<file path="config.mk">
export PLATFORM = sky130hd
export DESIGN_NAME = serial_channel_link
export DESIGN_NICKNAME = d
export VERILOG_FILES = /design/src/logic/link_pkg.sv /design/src/logic/ser_if.sv /design/src/logic/link_rx.sv /design/src/logic/link_tx.sv /design/src/logic/serial_channel_link.sv
export VERILOG_INCLUDE_DIRS = /design/src /design/src/logic
export SDC_FILE = /design/constraint.sdc
export NUM_CORES = 1
export LEC_CHECK = 0
export ABC_AREA = 1
export ABC_CLOCK_PERIOD_IN_PS = 18200
export BUFFER_PORTS_ARGS = -buffer_cell sky130_fd_sc_hd__buf_2
export CAP_MARGIN = 5
export CORE_ASPECT_RATIO = 0.9
export CORE_UTILIZATION = 25
export CTS_BUF_LIST = sky130_fd_sc_hd__clkbuf_16
export DETAILED_ROUTE_END_ITERATION = 8
export SLEW_MARGIN = 20
export SYNTH_ARGS = -nofsm -noshare
export SYNTH_HDL_FRONTEND = slang
export SYNTH_SLANG_ARGS = --single-unit
</file>
<file path="constraint.sdc">
create_clock -name mclk -period 18.2 [get_ports mclk]
set_input_delay 0.91 -clock mclk [delete_from_list [all_inputs] [get_ports mclk]]
set_output_delay 0.91 -clock mclk [all_outputs]
set_load 0.01 [all_outputs]
</file>
<file path="src/logic/link_defines.svh">
`ifndef LINK_DEFINES_SVH
`define LINK_DEFINES_SVH

// word and address width
`define WORD_W 16
// channel word value meaning no waiting process
`define EMPTY_CHAN 16'h8000
// channel addresses with these bits all clear are the hard link channels
`define LINK_CHAN_MASK 16'hFFFC
// workspace slot below the workspace pointer holding the message pointer
`define WS_MSG_OFS 16'h0004
// workspace slot below the workspace pointer holding the list link
`define WS_NEXT_OFS 16'h0002
// serial packet receive bit positions and transmit bits left, one bit per clock
`define RX_HDR_POS 4'h1
`define RX_STOP_POS 4'hA
`define TX_ACK_LEFT 4'h1
`define TX_DATA_LEFT 4'hA

`endif

</file>
<file path="src/logic/link_pkg.sv">
`include "link_defines.svh"

package link_pkg;

	typedef logic [`WORD_W-1:0] word_t;
	typedef logic [7:0]         byte_t;

	typedef enum logic [3:0] {
		ST_IDLE,
		ST_CH_RD,
		ST_CH_WID,
		ST_WS_WR,
		ST_WS_RD,
		ST_CP_RD,
		ST_CP_WR,
		ST_CH_CLR,
		ST_Q_APPEND,
		ST_TX_FETCH,
		ST_RX_STORE
	} state_t;

endpackage : link_pkg

</file>
<file path="src/logic/ser_if.sv">
`timescale 1ns/100ps

interface ser_if;
	logic       send_data;
	logic       send_ack;
	logic [7:0] tx_byte;
	logic       tx_data_free;
	logic       rx_hdr;
	logic       rx_ack;
	logic       rx_valid;
	logic [7:0] rx_byte;

	modport tx (
		input  send_data,
		input  send_ack,
		input  tx_byte,
		output tx_data_free
	);

	modport rx (
		output rx_hdr,
		output rx_ack,
		output rx_valid,
		output rx_byte
	);

	modport ctl (
		output send_data,
		output send_ack,
		output tx_byte,
		input  tx_data_free,
		input  rx_hdr,
		input  rx_ack,
		input  rx_valid,
		input  rx_byte
	);
endinterface : ser_if

</file>
<file path="src/logic/link_rx.sv">
`timescale 1ns/100ps
`include "link_defines.svh"

module link_rx import link_pkg::*; (
	// clock and reset
	input  wire logic mclk,
	input  wire logic rst,
	// serial wire
	input  wire logic line,
	// received events
	ser_if.rx         s
);
	logic [3:0] pos_r;
	byte_t      sh_r;

	always_ff @(posedge mclk or posedge rst) begin
		if (rst) begin
			pos_r     <= 4'h0;
			sh_r      <= 8'h00;
			s.rx_hdr  <= 1'b0;
			s.rx_ack  <= 1'b0;
			s.rx_valid <= 1'b0;
			s.rx_byte <= 8'h00;
		end else begin
			s.rx_hdr   <= 1'b0;
			s.rx_ack   <= 1'b0;
			s.rx_valid <= 1'b0;
			if (pos_r == 4'h0) begin
				if (line) begin
					pos_r <= `RX_HDR_POS;
				end
			end else if (pos_r == `RX_HDR_POS) begin
				// second bit tells data from acknowledge
				if (line) begin
					s.rx_hdr <= 1'b1;
					pos_r    <= pos_r + 4'h1;
				end else begin
					s.rx_ack <= 1'b1;
					pos_r    <= 4'h0;
				end
			end else if (pos_r == `RX_STOP_POS) begin
				s.rx_valid <= 1'b1;
				s.rx_byte  <= sh_r;
				pos_r      <= 4'h0;
			end else begin
				sh_r  <= {line, sh_r[7:1]};
				pos_r <= pos_r + 4'h1;
			end
		end
	end

endmodule : link_rx

</file>
<file path="src/logic/link_tx.sv">
`timescale 1ns/100ps
`include "link_defines.svh"

module link_tx import link_pkg::*; (
	// clock and reset
	input  wire logic mclk,
	input  wire logic rst,
	// packet requests
	ser_if.tx         s,
	// serial wire
	output logic      line
);
	logic [10:0] sh_r;
	logic [3:0]  left_r;
	logic        pend_ack_r;
	logic        pend_data_r;
	byte_t       pend_byte_r;

	assign s.tx_data_free = !pend_data_r;

	always_ff @(posedge mclk or posedge rst) begin
		if (rst) begin
			line        <= 1'b0;
			sh_r        <= 11'h000;
			left_r      <= 4'h0;
			pend_ack_r  <= 1'b0;
			pend_data_r <= 1'b0;
			pend_byte_r <= 8'h00;
		end else begin
			if (left_r != 4'h0) begin
				line   <= sh_r[0];
				sh_r   <= {1'b0, sh_r[10:1]};
				left_r <= left_r - 4'h1;
			end else if (pend_ack_r) begin
				// acks go first so they overlap inbound data
				line       <= 1'b1;
				sh_r       <= 11'h000;
				left_r     <= `TX_ACK_LEFT;
				pend_ack_r <= 1'b0;
			end else if (pend_data_r) begin
				line        <= 1'b1;
				sh_r        <= {2'b00, pend_byte_r, 1'b1};
				left_r      <= `TX_DATA_LEFT;
				pend_data_r <= 1'b0;
			end
			if (s.send_ack) begin
				pend_ack_r <= 1'b1;
			end
			if (s.send_data) begin
				pend_data_r <= 1'b1;
				pend_byte_r <= s.tx_byte;
			end
		end
	end

endmodule : link_tx

</file>
<file path="src/logic/serial_channel_link.sv">
// Overview of operation
// take pointer, channel, count from instruction
// channel address alone selects internal or link
// channel word holds process or empty value
// first party stored in channel, descheduled
// first party saves message pointer in workspace
// second party copies, requeues partner, empties channel
// link transfer runs autonomously, process descheduled
// link engine holds workspace, pointer, count
// finished link transfer requeues waiting process
// either end may set up first
// one output wire, one input wire
// data: start, one, eight bits, stop
// ack: start then stop
// next byte only after previous ack
// ack only when accepted and buffer room
// ack may go on data header
// early ack lets next packet follow directly
// overlapped acks give full link rate
// wire idles low, start high, stop low
// resumed process appended at list tail
`timescale 1ns/100ps
`include "link_defines.svh"

module serial_channel_link import link_pkg::*; (
	// clock and reset
	input  wire logic  mclk,
	input  wire logic  rst,
	// message instruction
	input  wire logic  cmd_valid,
	input  wire logic  cmd_output,
	input  wire word_t cmd_msg_ptr,
	input  wire word_t cmd_chan,
	input  wire word_t cmd_count,
	input  wire word_t cmd_wptr,
	output logic       cmd_taken,
	output logic       cmd_done,
	output logic       desched,
	// scheduling list
	input  wire logic  list_take,
	input  wire word_t list_take_next,
	output word_t      list_front,
	output word_t      list_back,
	output logic       list_lock,
	// memory
	output logic       mem_req,
	output logic       mem_we,
	output logic       mem_byte,
	output word_t      mem_addr,
	output word_t      mem_wdata,
	input  wire word_t mem_rdata,
	input  wire logic  mem_ack,
	// link wires
	input  wire logic  link_in,
	output logic       link_out
);
	ser_if sif ();

	state_t st_r;
	logic   out_r;
	word_t  mptr_r;
	word_t  chan_r;
	word_t  cnt_r;
	word_t  wptr_r;
	word_t  pwptr_r;
	word_t  pmptr_r;
	word_t  idx_r;
	byte_t  byte_r;
	word_t  q_wptr_r;

	logic   lo_busy_r;
	word_t  lo_wptr_r;
	word_t  lo_mptr_r;
	word_t  lo_cnt_r;
	logic   lo_ackd_r;
	logic   li_busy_r;
	word_t  li_wptr_r;
	word_t  li_mptr_r;
	word_t  li_cnt_r;
	logic   buf_full_r;
	byte_t  buf_r;
	logic   ack_owed_r;
	logic   tx_send_r;
	logic   tx_ack_r;
	byte_t  tx_byte_r;

	logic   lo_fin;
	logic   li_fin;
	logic   need_store;
	logic   need_fetch;
	logic   ext_cmd;
	logic   lo_setup;
	logic   li_setup;
	logic   fetch_done;
	logic   store_done;
	logic   q_direct;
	logic   q_done;

	function automatic logic is_link(input word_t addr);
		is_link = ((addr & `LINK_CHAN_MASK) == 16'h0000);
	endfunction : is_link

	assign sif.send_data = tx_send_r;
	assign sif.send_ack  = tx_ack_r;
	assign sif.tx_byte   = tx_byte_r;


	link_tx u_tx (
		.mclk (mclk),
		.rst  (rst),
		.s    (sif),
		.line (link_out)
	);

	link_rx u_rx (
		.mclk (mclk),
		.rst  (rst),
		.line (link_in),
		.s    (sif)
	);

	always_comb begin
		lo_fin     = lo_busy_r && (lo_cnt_r == 16'h0000) && lo_ackd_r;
		li_fin     = li_busy_r && (li_cnt_r == 16'h0000);
		need_store = li_busy_r && (li_cnt_r != 16'h0000) && buf_full_r;
		need_fetch = lo_busy_r && (lo_cnt_r != 16'h0000) && lo_ackd_r && sif.tx_data_free;
		ext_cmd    = is_link(cmd_chan);
		lo_setup   = (st_r == ST_IDLE) && !lo_fin && !li_fin && !need_store && !need_fetch
			&& cmd_valid && ext_cmd && cmd_output && !lo_busy_r;
		li_setup   = (st_r == ST_IDLE) && !lo_fin && !li_fin && !need_store && !need_fetch
			&& cmd_valid && ext_cmd && !cmd_output && !li_busy_r;
		fetch_done = (st_r == ST_TX_FETCH) && mem_ack;
		store_done = (st_r == ST_RX_STORE) && mem_ack;
		q_direct   = (st_r == ST_Q_APPEND) && !mem_req && (list_front == `EMPTY_CHAN);
		q_done     = (st_r == ST_Q_APPEND) && mem_req && mem_ack;
	end

	task automatic issue(input logic we, input logic bt, input word_t a, input word_t d);
		mem_req   <= 1'b1;
		mem_we    <= we;
		mem_byte  <= bt;
		mem_addr  <= a;
		mem_wdata <= d;
	endtask : issue

	// instruction and memory sequencing
	always_ff @(posedge mclk or posedge rst) begin
		if (rst) begin
			st_r      <= ST_IDLE;
			out_r     <= 1'b0;
			mptr_r    <= 16'h0000;
			chan_r    <= 16'h0000;
			cnt_r     <= 16'h0000;
			wptr_r    <= 16'h0000;
			pwptr_r   <= 16'h0000;
			pmptr_r   <= 16'h0000;
			idx_r     <= 16'h0000;
			byte_r    <= 8'h00;
			q_wptr_r  <= 16'h0000;
			mem_req   <= 1'b0;
			mem_we    <= 1'b0;
			mem_byte  <= 1'b0;
			mem_addr  <= 16'h0000;
			mem_wdata <= 16'h0000;
			cmd_taken <= 1'b0;
			cmd_done  <= 1'b0;
			desched   <= 1'b0;
		end else begin
			cmd_taken <= 1'b0;
			cmd_done  <= 1'b0;
			desched   <= 1'b0;
			if (mem_ack) begin
				mem_req <= 1'b0;
			end
			case (st_r)
				ST_IDLE: begin
					if (lo_fin) begin
						q_wptr_r <= lo_wptr_r;
						st_r     <= ST_Q_APPEND;
					end else if (li_fin) begin
						q_wptr_r <= li_wptr_r;
						st_r     <= ST_Q_APPEND;
					end else if (need_store) begin
						issue(1'b1, 1'b1, li_mptr_r, {8'h00, buf_r});
						st_r <= ST_RX_STORE;
					end else if (need_fetch) begin
						issue(1'b0, 1'b1, lo_mptr_r, 16'h0000);
						st_r <= ST_TX_FETCH;
					end else if (lo_setup || li_setup) begin
						cmd_taken <= 1'b1;
						desched   <= 1'b1;
					end else if (cmd_valid && !ext_cmd) begin
						out_r     <= cmd_output;
						mptr_r    <= cmd_msg_ptr;
						chan_r    <= cmd_chan;
						cnt_r     <= cmd_count;
						wptr_r    <= cmd_wptr;
						idx_r     <= 16'h0000;
						cmd_taken <= 1'b1;
						issue(1'b0, 1'b0, cmd_chan, 16'h0000);
						st_r <= ST_CH_RD;
					end
				end
				ST_CH_RD: begin
					if (mem_ack) begin
						if (mem_rdata == `EMPTY_CHAN) begin
							issue(1'b1, 1'b0, chan_r, wptr_r);
							st_r <= ST_CH_WID;
						end else begin
							pwptr_r <= mem_rdata;
							issue(1'b0, 1'b0, mem_rdata - `WS_MSG_OFS, 16'h0000);
							st_r <= ST_WS_RD;
						end
					end
				end
				ST_CH_WID: begin
					if (mem_ack) begin
						issue(1'b1, 1'b0, wptr_r - `WS_MSG_OFS, mptr_r);
						st_r <= ST_WS_WR;
					end
				end
				ST_WS_WR: begin
					if (mem_ack) begin
						desched <= 1'b1;
						st_r    <= ST_IDLE;
					end
				end
				ST_WS_RD: begin
					if (mem_ack) begin
						pmptr_r <= mem_rdata;
						if (cnt_r == 16'h0000) begin
							issue(1'b1, 1'b0, chan_r, `EMPTY_CHAN);
							st_r <= ST_CH_CLR;
						end else begin

							issue(1'b0, 1'b1, (out_r ? mptr_r : mem_rdata), 16'h0000);
							st_r <= ST_CP_RD;
						end
					end
				end
				ST_CP_RD: begin
					if (mem_ack) begin
						byte_r <= mem_rdata[7:0];
						issue(1'b1, 1'b1, (out_r ? pmptr_r : mptr_r) + idx_r,
							{8'h00, mem_rdata[7:0]});
						st_r <= ST_CP_WR;
					end
				end
				ST_CP_WR: begin
					if (mem_ack) begin
						idx_r <= idx_r + 16'h0001;
						if (idx_r + 16'h0001 == cnt_r) begin
							issue(1'b1, 1'b0, chan_r, `EMPTY_CHAN);
							st_r <= ST_CH_CLR;
						end else begin
							issue(1'b0, 1'b1, (out_r ? mptr_r : pmptr_r) + idx_r + 16'h0001,
								16'h0000);
							st_r <= ST_CP_RD;
						end
					end
				end
				ST_CH_CLR: begin
					if (mem_ack) begin
						q_wptr_r <= pwptr_r;
						cmd_done <= 1'b1;
						st_r     <= ST_Q_APPEND;
					end
				end
				ST_Q_APPEND: begin
					if (q_direct) begin
						st_r <= ST_IDLE;
					end else if (!mem_req) begin
						issue(1'b1, 1'b0, list_back - `WS_NEXT_OFS, q_wptr_r);
					end else if (mem_ack) begin
						st_r <= ST_IDLE;
					end
				end
				ST_TX_FETCH: begin
					if (mem_ack) begin
						st_r <= ST_IDLE;
					end
				end
				ST_RX_STORE: begin
					if (mem_ack) begin
						st_r <= ST_IDLE;
					end
				end
				default: begin
					st_r    <= ST_IDLE;
					mem_req <= 1'b0;
				end
			endcase
		end
	end

	// scheduling list front and back
	always_ff @(posedge mclk or posedge rst) begin
		if (rst) begin
			list_front <= `EMPTY_CHAN;
			list_back  <= `EMPTY_CHAN;
			list_lock  <= 1'b0;
		end else begin
			list_lock <= (st_r == ST_Q_APPEND) || (lo_fin || li_fin);
			if (q_direct) begin
				list_front <= q_wptr_r;
				list_back  <= q_wptr_r;
			end else if (q_done) begin
				list_back <= q_wptr_r;
			end else if (list_take && !list_lock) begin
				list_front <= list_take_next;
				if (list_take_next == `EMPTY_CHAN) begin
					list_back <= `EMPTY_CHAN;
				end
			end
		end
	end

	// outbound link engine
	always_ff @(posedge mclk or posedge rst) begin
		if (rst) begin
			lo_busy_r <= 1'b0;
			lo_wptr_r <= 16'h0000;
			lo_mptr_r <= 16'h0000;
			lo_cnt_r  <= 16'h0000;
			lo_ackd_r <= 1'b0;
			tx_send_r <= 1'b0;
			tx_byte_r <= 8'h00;
		end else begin
			tx_send_r <= 1'b0;
			if (lo_setup) begin
				lo_busy_r <= 1'b1;
				lo_wptr_r <= cmd_wptr;
				lo_mptr_r <= cmd_msg_ptr;
				lo_cnt_r  <= cmd_count;
				lo_ackd_r <= 1'b1;
			end else if (lo_fin && st_r == ST_IDLE) begin
				lo_busy_r <= 1'b0;
			end
			if (fetch_done) begin
				tx_send_r <= 1'b1;
				tx_byte_r <= mem_rdata[7:0];
				lo_mptr_r <= lo_mptr_r + 16'h0001;
				lo_cnt_r  <= lo_cnt_r - 16'h0001;
				lo_ackd_r <= 1'b0;
			end
			if (sif.rx_ack && lo_busy_r) begin
				lo_ackd_r <= 1'b1;
			end
		end
	end

	// inbound link engine and acknowledge
	always_ff @(posedge mclk or posedge rst) begin
		if (rst) begin
			li_busy_r  <= 1'b0;
			li_wptr_r  <= 16'h0000;
			li_mptr_r  <= 16'h0000;
			li_cnt_r   <= 16'h0000;
			buf_full_r <= 1'b0;
			buf_r      <= 8'h00;
			ack_owed_r <= 1'b0;
			tx_ack_r   <= 1'b0;
		end else begin
			tx_ack_r <= 1'b0;
			if (li_setup) begin
				li_busy_r <= 1'b1;
				li_wptr_r <= cmd_wptr;
				li_mptr_r <= cmd_msg_ptr;
				li_cnt_r  <= cmd_count;
			end else if (li_fin && !lo_fin && st_r == ST_IDLE) begin
				li_busy_r <= 1'b0;
			end
			if (store_done) begin
				buf_full_r <= 1'b0;
				li_mptr_r  <= li_mptr_r + 16'h0001;
				li_cnt_r   <= li_cnt_r - 16'h0001;
			end
			if (sif.rx_valid) begin
				buf_full_r <= 1'b1;
				buf_r      <= sif.rx_byte;
			end
			if (sif.rx_hdr) begin
				if (li_busy_r && !buf_full_r) begin
					tx_ack_r <= 1'b1;
				end else begin
					ack_owed_r <= 1'b1;
				end
			end else if (ack_owed_r && li_busy_r && !buf_full_r) begin
				tx_ack_r   <= 1'b1;
				ack_owed_r <= 1'b0;
			end
		end
	end

endmodule : serial_channel_link
</file>
=== Word-level counts from Yosys, hierarchy flattened ===
Cells that the tools add are included.

* $add $sub $neg: 13
* Equal/unequal tests: 44
* Muxes and demuxes: 179
* Bitwise operators: 9
* Reductions and logical operators: 93

{| class="wikitable"
|+ Operators with widths
! operator !! count
|-
| $mux 16 || 58
|-
| $pmux 16 s7 || 2
|-
| $mux 4 || 23
|-
| $mux 1 || 83
|-
| $add 16x1->16 const B || 4
|-
| $logic_not 16->1 || 4
|-
| $pmux 16 s2 || 2
|-
| $eq 16x16->1 const B || 3
|-
| $ne 2x2->1 const B || 19
|-
| $pmux 4 s9 || 1
|-
| $logic_and 1x1->1 || 33
|-
| $mux 11 || 3
|-
| $add 16x16->16 || 2
|-
| $reduce_bool 16->1 || 2
|-
| $sub 16x1->16 const B || 2
|-
| $sub 16x3->16 const B || 2
|-
| $reduce_and 11->1 || 2
|-
| $reduce_bool 2->1 || 9
|-
| $eq 16x16->1 || 1
|-
| $eq 4x3->1 const B || 4
|-
| $eq 4x4->1 const B || 4
|-
| $sub 16x2->16 const B || 1
|-
| $logic_not 1->1 || 12
|-
| $pmux 1 s6 || 2
|-
| 31 further kinds || 60
|}

* Flip-flop bits (word level): 372
* Input port bits: 103
* Output and inout port bits: 72
* Word-level logic and storage cells: 386

=== Depth between registers and ports, before layout ===
* Word-level depth: 19
* Gate-level depth with buffers: 21

=== Modules after synthesis ===
A second synthesis with hierarchy kept.

* Cells, all modules: 3031
* Area, all modules: 22306.4 sq um

{| class="wikitable"
|+ Modules (own cells, without submodules)
! module !! times used !! cells an instance !! area an instance (sq um) !! seq. area each (sq um)
|-
| serial_channel_link || 1 || 2792 || 20086.8 || 8085.3
|-
| link_tx || 1 || 134 || 1146.1 || 600.6
|-
| link_rx || 1 || 105 || 1073.5 || 575.6
|}

=== Worst setup path before layout ===
Ideal clock, no wire load.

* Path type: reg-to-reg
* Start point: register out_r
* End point: register mem_addr[10]
* Data arrival time: 3204 ps
* Required time: 18129 ps
* Slack: 14925 ps
* Stages on the path, launching flop included: 20
* Buffers on the path: 4
* Clock period less this slack: 3275 ps
* Path through: dfrtp_1 -> clkbuf_1 -> clkbuf_1 -> clkbuf_1 -> clkbuf_1 -> o21ai_0 -> ha_1 -> fa_1 -> o21ai_0 -> nand2_1 -> nand2_1 -> nand3_1 -> nand2_1 -> nand2_1 -> nand2_1 -> xor2_1 -> nand3_1 -> nand3_1 -> nor2_1 -> nor2_1

* Cells in the longest elaborated chain, start to end: 6
* Elaborated cells on any way between the ends: 12

{| class="wikitable"
|+ Ends and longest elaborated chain
! element !! RTL line !! text
|-
| start, declared || serial_channel_link.sv:60 || <nowiki>logic out_r;</nowiki>
|-
| start signal, assigned || serial_channel_link.sv:193 || <nowiki>out_r <= cmd_output;</nowiki>
|-
| $mux 16 || serial_channel_link.sv:256 || <nowiki>issue(1'b0, 1'b1, (out_r ? mptr_r : pmptr_r) + idx_r + 16'h0001,</nowiki>
|-
| $add 16x16->16 || serial_channel_link.sv:256 ||
|-
| $add 16x1->16 || serial_channel_link.sv:256 ||
|-
| $mux 16 || serial_channel_link.sv:252 || <nowiki>if (idx_r + 16'h0001 == cnt_r) begin</nowiki>
|-
| $mux 16 || serial_channel_link.sv:250 || <nowiki>if (mem_ack) begin</nowiki>
|-
| $pmux 16 s7 (*) || serial_channel_link.sv:175 || <nowiki>case (st_r)</nowiki>
|-
| end signal, assigned || serial_channel_link.sv:163 || <nowiki>mem_addr <= 16'h0000;</nowiki>
|-
| end, declared || serial_channel_link.sv:49 || <nowiki>output word_t mem_addr,</nowiki>
|}

Mark *: on every way between the ends. The rest lies on a longest branch, timed or not. The select of a mux whose other input is x is not followed.
A chain may end at the register's enable or synchronous reset.

=== Worst setup path in the final report ===
* Start point: register st_r[0]
* End point: register mem_addr[14]

* Cells in the longest elaborated chain, start to end: 12
* Elaborated cells on any way between the ends: 34

{| class="wikitable"
|+ Ends and longest elaborated chain
! element !! RTL line !! text
|-
| start, declared || serial_channel_link.sv:59 || <nowiki>state_t st_r;</nowiki>
|-
| start signal, assigned || serial_channel_link.sv:149 || <nowiki>st_r <= ST_IDLE;</nowiki>
|-
| start signal, assigned || serial_channel_link.sv:179 || <nowiki>st_r <= ST_Q_APPEND;</nowiki>
|-
| start signal, assigned || serial_channel_link.sv:182 || <nowiki>st_r <= ST_Q_APPEND;</nowiki>
|-
| $logic_not 4->1 || serial_channel_link.sv:128, serial_channel_link.sv:130, serial_channel_link.sv:175 ||
|-
| $logic_and 1x1->1 (4 in series) || serial_channel_link.sv:128, serial_channel_link.sv:130 ||
|-
| $logic_and 1x1->1 (2 in series) || serial_channel_link.sv:129, serial_channel_link.sv:131 ||
|-
| $logic_and 1x1->1 (on tied branches) (2 in series) || serial_channel_link.sv:129, serial_channel_link.sv:131 ||
|-
| $logic_or 1x1->1 || serial_channel_link.sv:189 || <nowiki>end else if (lo_setup || li_setup) begin</nowiki>
|-
| $ne 4x4->1 (no line) || - ||
|-
| $reduce_and 12->1 (no line) || - ||
|}

Several ways; a longest one is shown, not always the timed one.

==> results.cfg <==
[run_status]
status = finished, final reports clean

[cells_and_area]
final_area_um2 = 25200
drive_above_1_share_pct = 10.5
finalNetCount = 3244
area_delta_synth_final_pct = 15.4
multi_input_area_um2 = 10600
fillers = 9468
postLayoutCoreUtil_pct = 29.3
regArea_um2 = 9260
stdcell_count = 4273

[drt]
vias_per_cell = 4.99
drt_iter0_markers = 2262
drc_errors = 0
dr.pass1.iters = 6
totalWireLength_mm = 87.4
dr_total_vias = 21300
antenna_left = 0
wl_per_cell_um = 20.5

[hold_path]
hold_class = reg -> reg

[pwr]
p_leak_uw = 0.0119
powerDensity_nw_per_um2 = 160
power_switching_uw = 1870
p_comb_share_pct = 42.5
swShare_pct = 46.4
clockPowerShare_pct = 22.0
p_int_uw = 2160
peakVddDrop_mv = 0.0882
p_seq_share_pct = 35.5

[critical_path]
cp_max_fo = 36
cp.required_ps = 18670
critPathKind = reg -> reg
setup.worst_path.start_class = register
cp-end-kind = register
arrival_ps = 4720

[cts]
ctsHtreeMaxLevel = 2
clock_latency_ps = 620
path_clk_slew_ps = 60
cts_root_buffer = clkbuf_16
cts_hold_buf = 0
cts_resized = 0
cts_made_buffers = 44
cts_setup_buffers = 0
clock-sinks = 370
cts_tree = done
cts_max_path_buffers = 3

[synth]
ys_warn_count = 0
synth.distinct_cells = 60
syn_nets = 3113
synthFlopType = dfrtp_1
synth_edf_count = 0
ys_seq_elements = 370
synth_area_um2 = 21900
ys_seq_area_share_pct = 42.4
synthCells = 2963
synth_area_per_cell_um2 = 7.38
async_reset_ff_share_pct = 100

[place]
gp_congestion = 0.986
placed_area_um2 = 23800
dp_hpwl_mm = 67.7
io_buffer_count = 174
placed_cells = 4192

[grt]
grt_pass1_vias = 19800
antenna_found_initial = 9
grt_max_degree = 102
grt_util_all_layers_pct = 19.5
grt_overflow = 0
grt_pass1_wl_mm = 130

[timing]
min_period_ps = 4250
drv_slew = 0
rsz0062_at_grt = false
setup_viol = 0
tns_ps = 0
fmax_ghz = 0.235
slew_headroom_pct = 27.4
skew_ps = 46.9
period_share_pct = 23.4
hold_viol = 0
worstMarginPinSlew_ps = 1080

[die]
fp.dieH_um = 283
die_w_um = 314
fp-row-count = 102
fp.coreArea_um2 = 86300
ios = 175
initial_core_util_pct = 25.3
design.die.area_um2 = 88700

[job]
maxCapViolCount = 0
cell usage in the layout, fill, tap and decap left out, types with 45 or more instances in the layout:
cell type	n
nand2_1	691
inv_1	386
dfrtp_1	368
o21ai_0	330
nor2_1	260
nand3_1	187
buf_2	174
a21oi_1	128
o211ai_1	81
ha_1	45
metrics by stage:
| stage | total power [uW] | worst slack (ps) | hold slack, ps |
|---|---|---|---|
| floorplan | 2450 | 7020 | 417 |
| global placement | 3100 | 13790 | 449 |
| detailed placement | 3120 | 14060 | 439 |
| CTS | 4020 | 14020 | 457 |
| global route | 4290 | 13700 | 459 |
| finish | 4030 | 13950 | 451 |
per-layer routing:
metal  vias to the layer above  share of wire [%]  wire length (um)  track usage (%)
met1                     10200                 45             39600             27.8
met2                       873                 43             37800             29.8
met5                         -              0.026                23                0
met4                         4                3.6              3120             6.78
met3                       147                7.8              6830             2.78
li1                      10100                  -                 -                -
synth_stat cells, types with 13 or more instances:
| library cell | n | area, um^2 |
|---|---|---|
| nand2_1 | 691 | 2590 |
| inv_1 | 376 | 1410 |
| dfrtp_1 | 368 | 9210 |
| o21ai_0 | 330 | 1650 |
| nor2_1 | 260 | 976 |
| nand3_1 | 187 | 936 |
| a21oi_1 | 128 | 641 |
| o211ai_1 | 81 | 608 |
| clkbuf_1 | 58 | 218 |
| ha_1 | 45 | 563 |
| o22ai_1 | 42 | 263 |
| nand4_1 | 39 | 244 |
| a31oi_1 | 38 | 238 |
| nor3_1 | 31 | 155 |
| o21ai_1 | 27 | 135 |
| buf_2 | 25 | 125 |
| xor2_1 | 24 | 210 |
| nor4_1 | 20 | 125 |
| inv_2 | 14 | 52.6 |
| nor2_2 | 13 | 81.3 |
flip-flops by register name (all words and copies together) (netlist names), 9 cells and up:
signal      cells
chan_r         16
cnt_r          16
idx_r          16
li_cnt_r       16
li_mptr_r      16
li_wptr_r      16
list_back      16
list_front     16
lo_cnt_r       16
lo_mptr_r      16
lo_wptr_r      16
mem_addr       16
mem_wdata      16
mptr_r         16
pmptr_r        16
pwptr_r        16
q_wptr_r       16
wptr_r         16
u_tx.sh_r       9
path summary, 6_finish.rpt:
check	start	to	slack, ps	cells after the start
max	st_r[0]	mem_addr[14]	13950	14
min	sif.send_ack	u_tx.pend_ack_r	450	1
max reg2reg	st_r[0]	mem_addr[14]	13950	14
min reg2reg	sif.send_ack	u_tx.pend_ack_r	450	1
max in group asynchronous	rst	buf_r[0]	15480	4
min in group asynchronous	rst	u_tx.line	460	2
worst max-delay path, stage by stage (launching register included):
cell and delay, ps:
dfrtp_1 440, nor2_1 160, inv_1 100, nor2_2 100, buf_4 210, inv_2 260
nor2_1 220, nand3_1 290, inv_2 550, nor3_1 160, nand2_2 580, inv_2 480
or2_2 420, inv_1 60, nor2_1 40
logic make-up (layout without fill, tap and decap cells):
logic type               count (synthesis)  count (layout)  synth area share, %
other                                    0               2                    0
AO/OA/AOI/OAI                          695             695                 17.9
adder cells (fa/ha/maj)                 47              47                 2.76
buffers and inverters                  500             664                 8.99
multiplexers                            18              18                0.927
XOR/XNOR                                32              32                 1.35
flip-flops                             370             370                 42.4
AND/OR/NAND/NOR                       1301            1301                 25.7
area by class of cell:
cell class	count	area share, %
multi-input combinational	2093	42.2
clock buffer	44	4.36
clock inverter	35	1.29
antenna	2	0.0198
inverter	398	5.95
tap	1144	5.67
sequential	370	36.7
timing repair buffer	187	3.85
power groups by stage:
| stage | clock network [uW] | registers [uW] | logic, uW |
|---|---|---|---|
| after detailed placement | 0 | 1430 | 1680 |
| after floorplan | 0 | 1330 | 1130 |
| after global placement | 0 | 1430 | 1670 |
| after global routing | 933 | 1460 | 1900 |
| final | 886 | 1430 | 1710 |
| after CTS | 902 | 1420 | 1690 |
(Power assumes the default switching activity.)
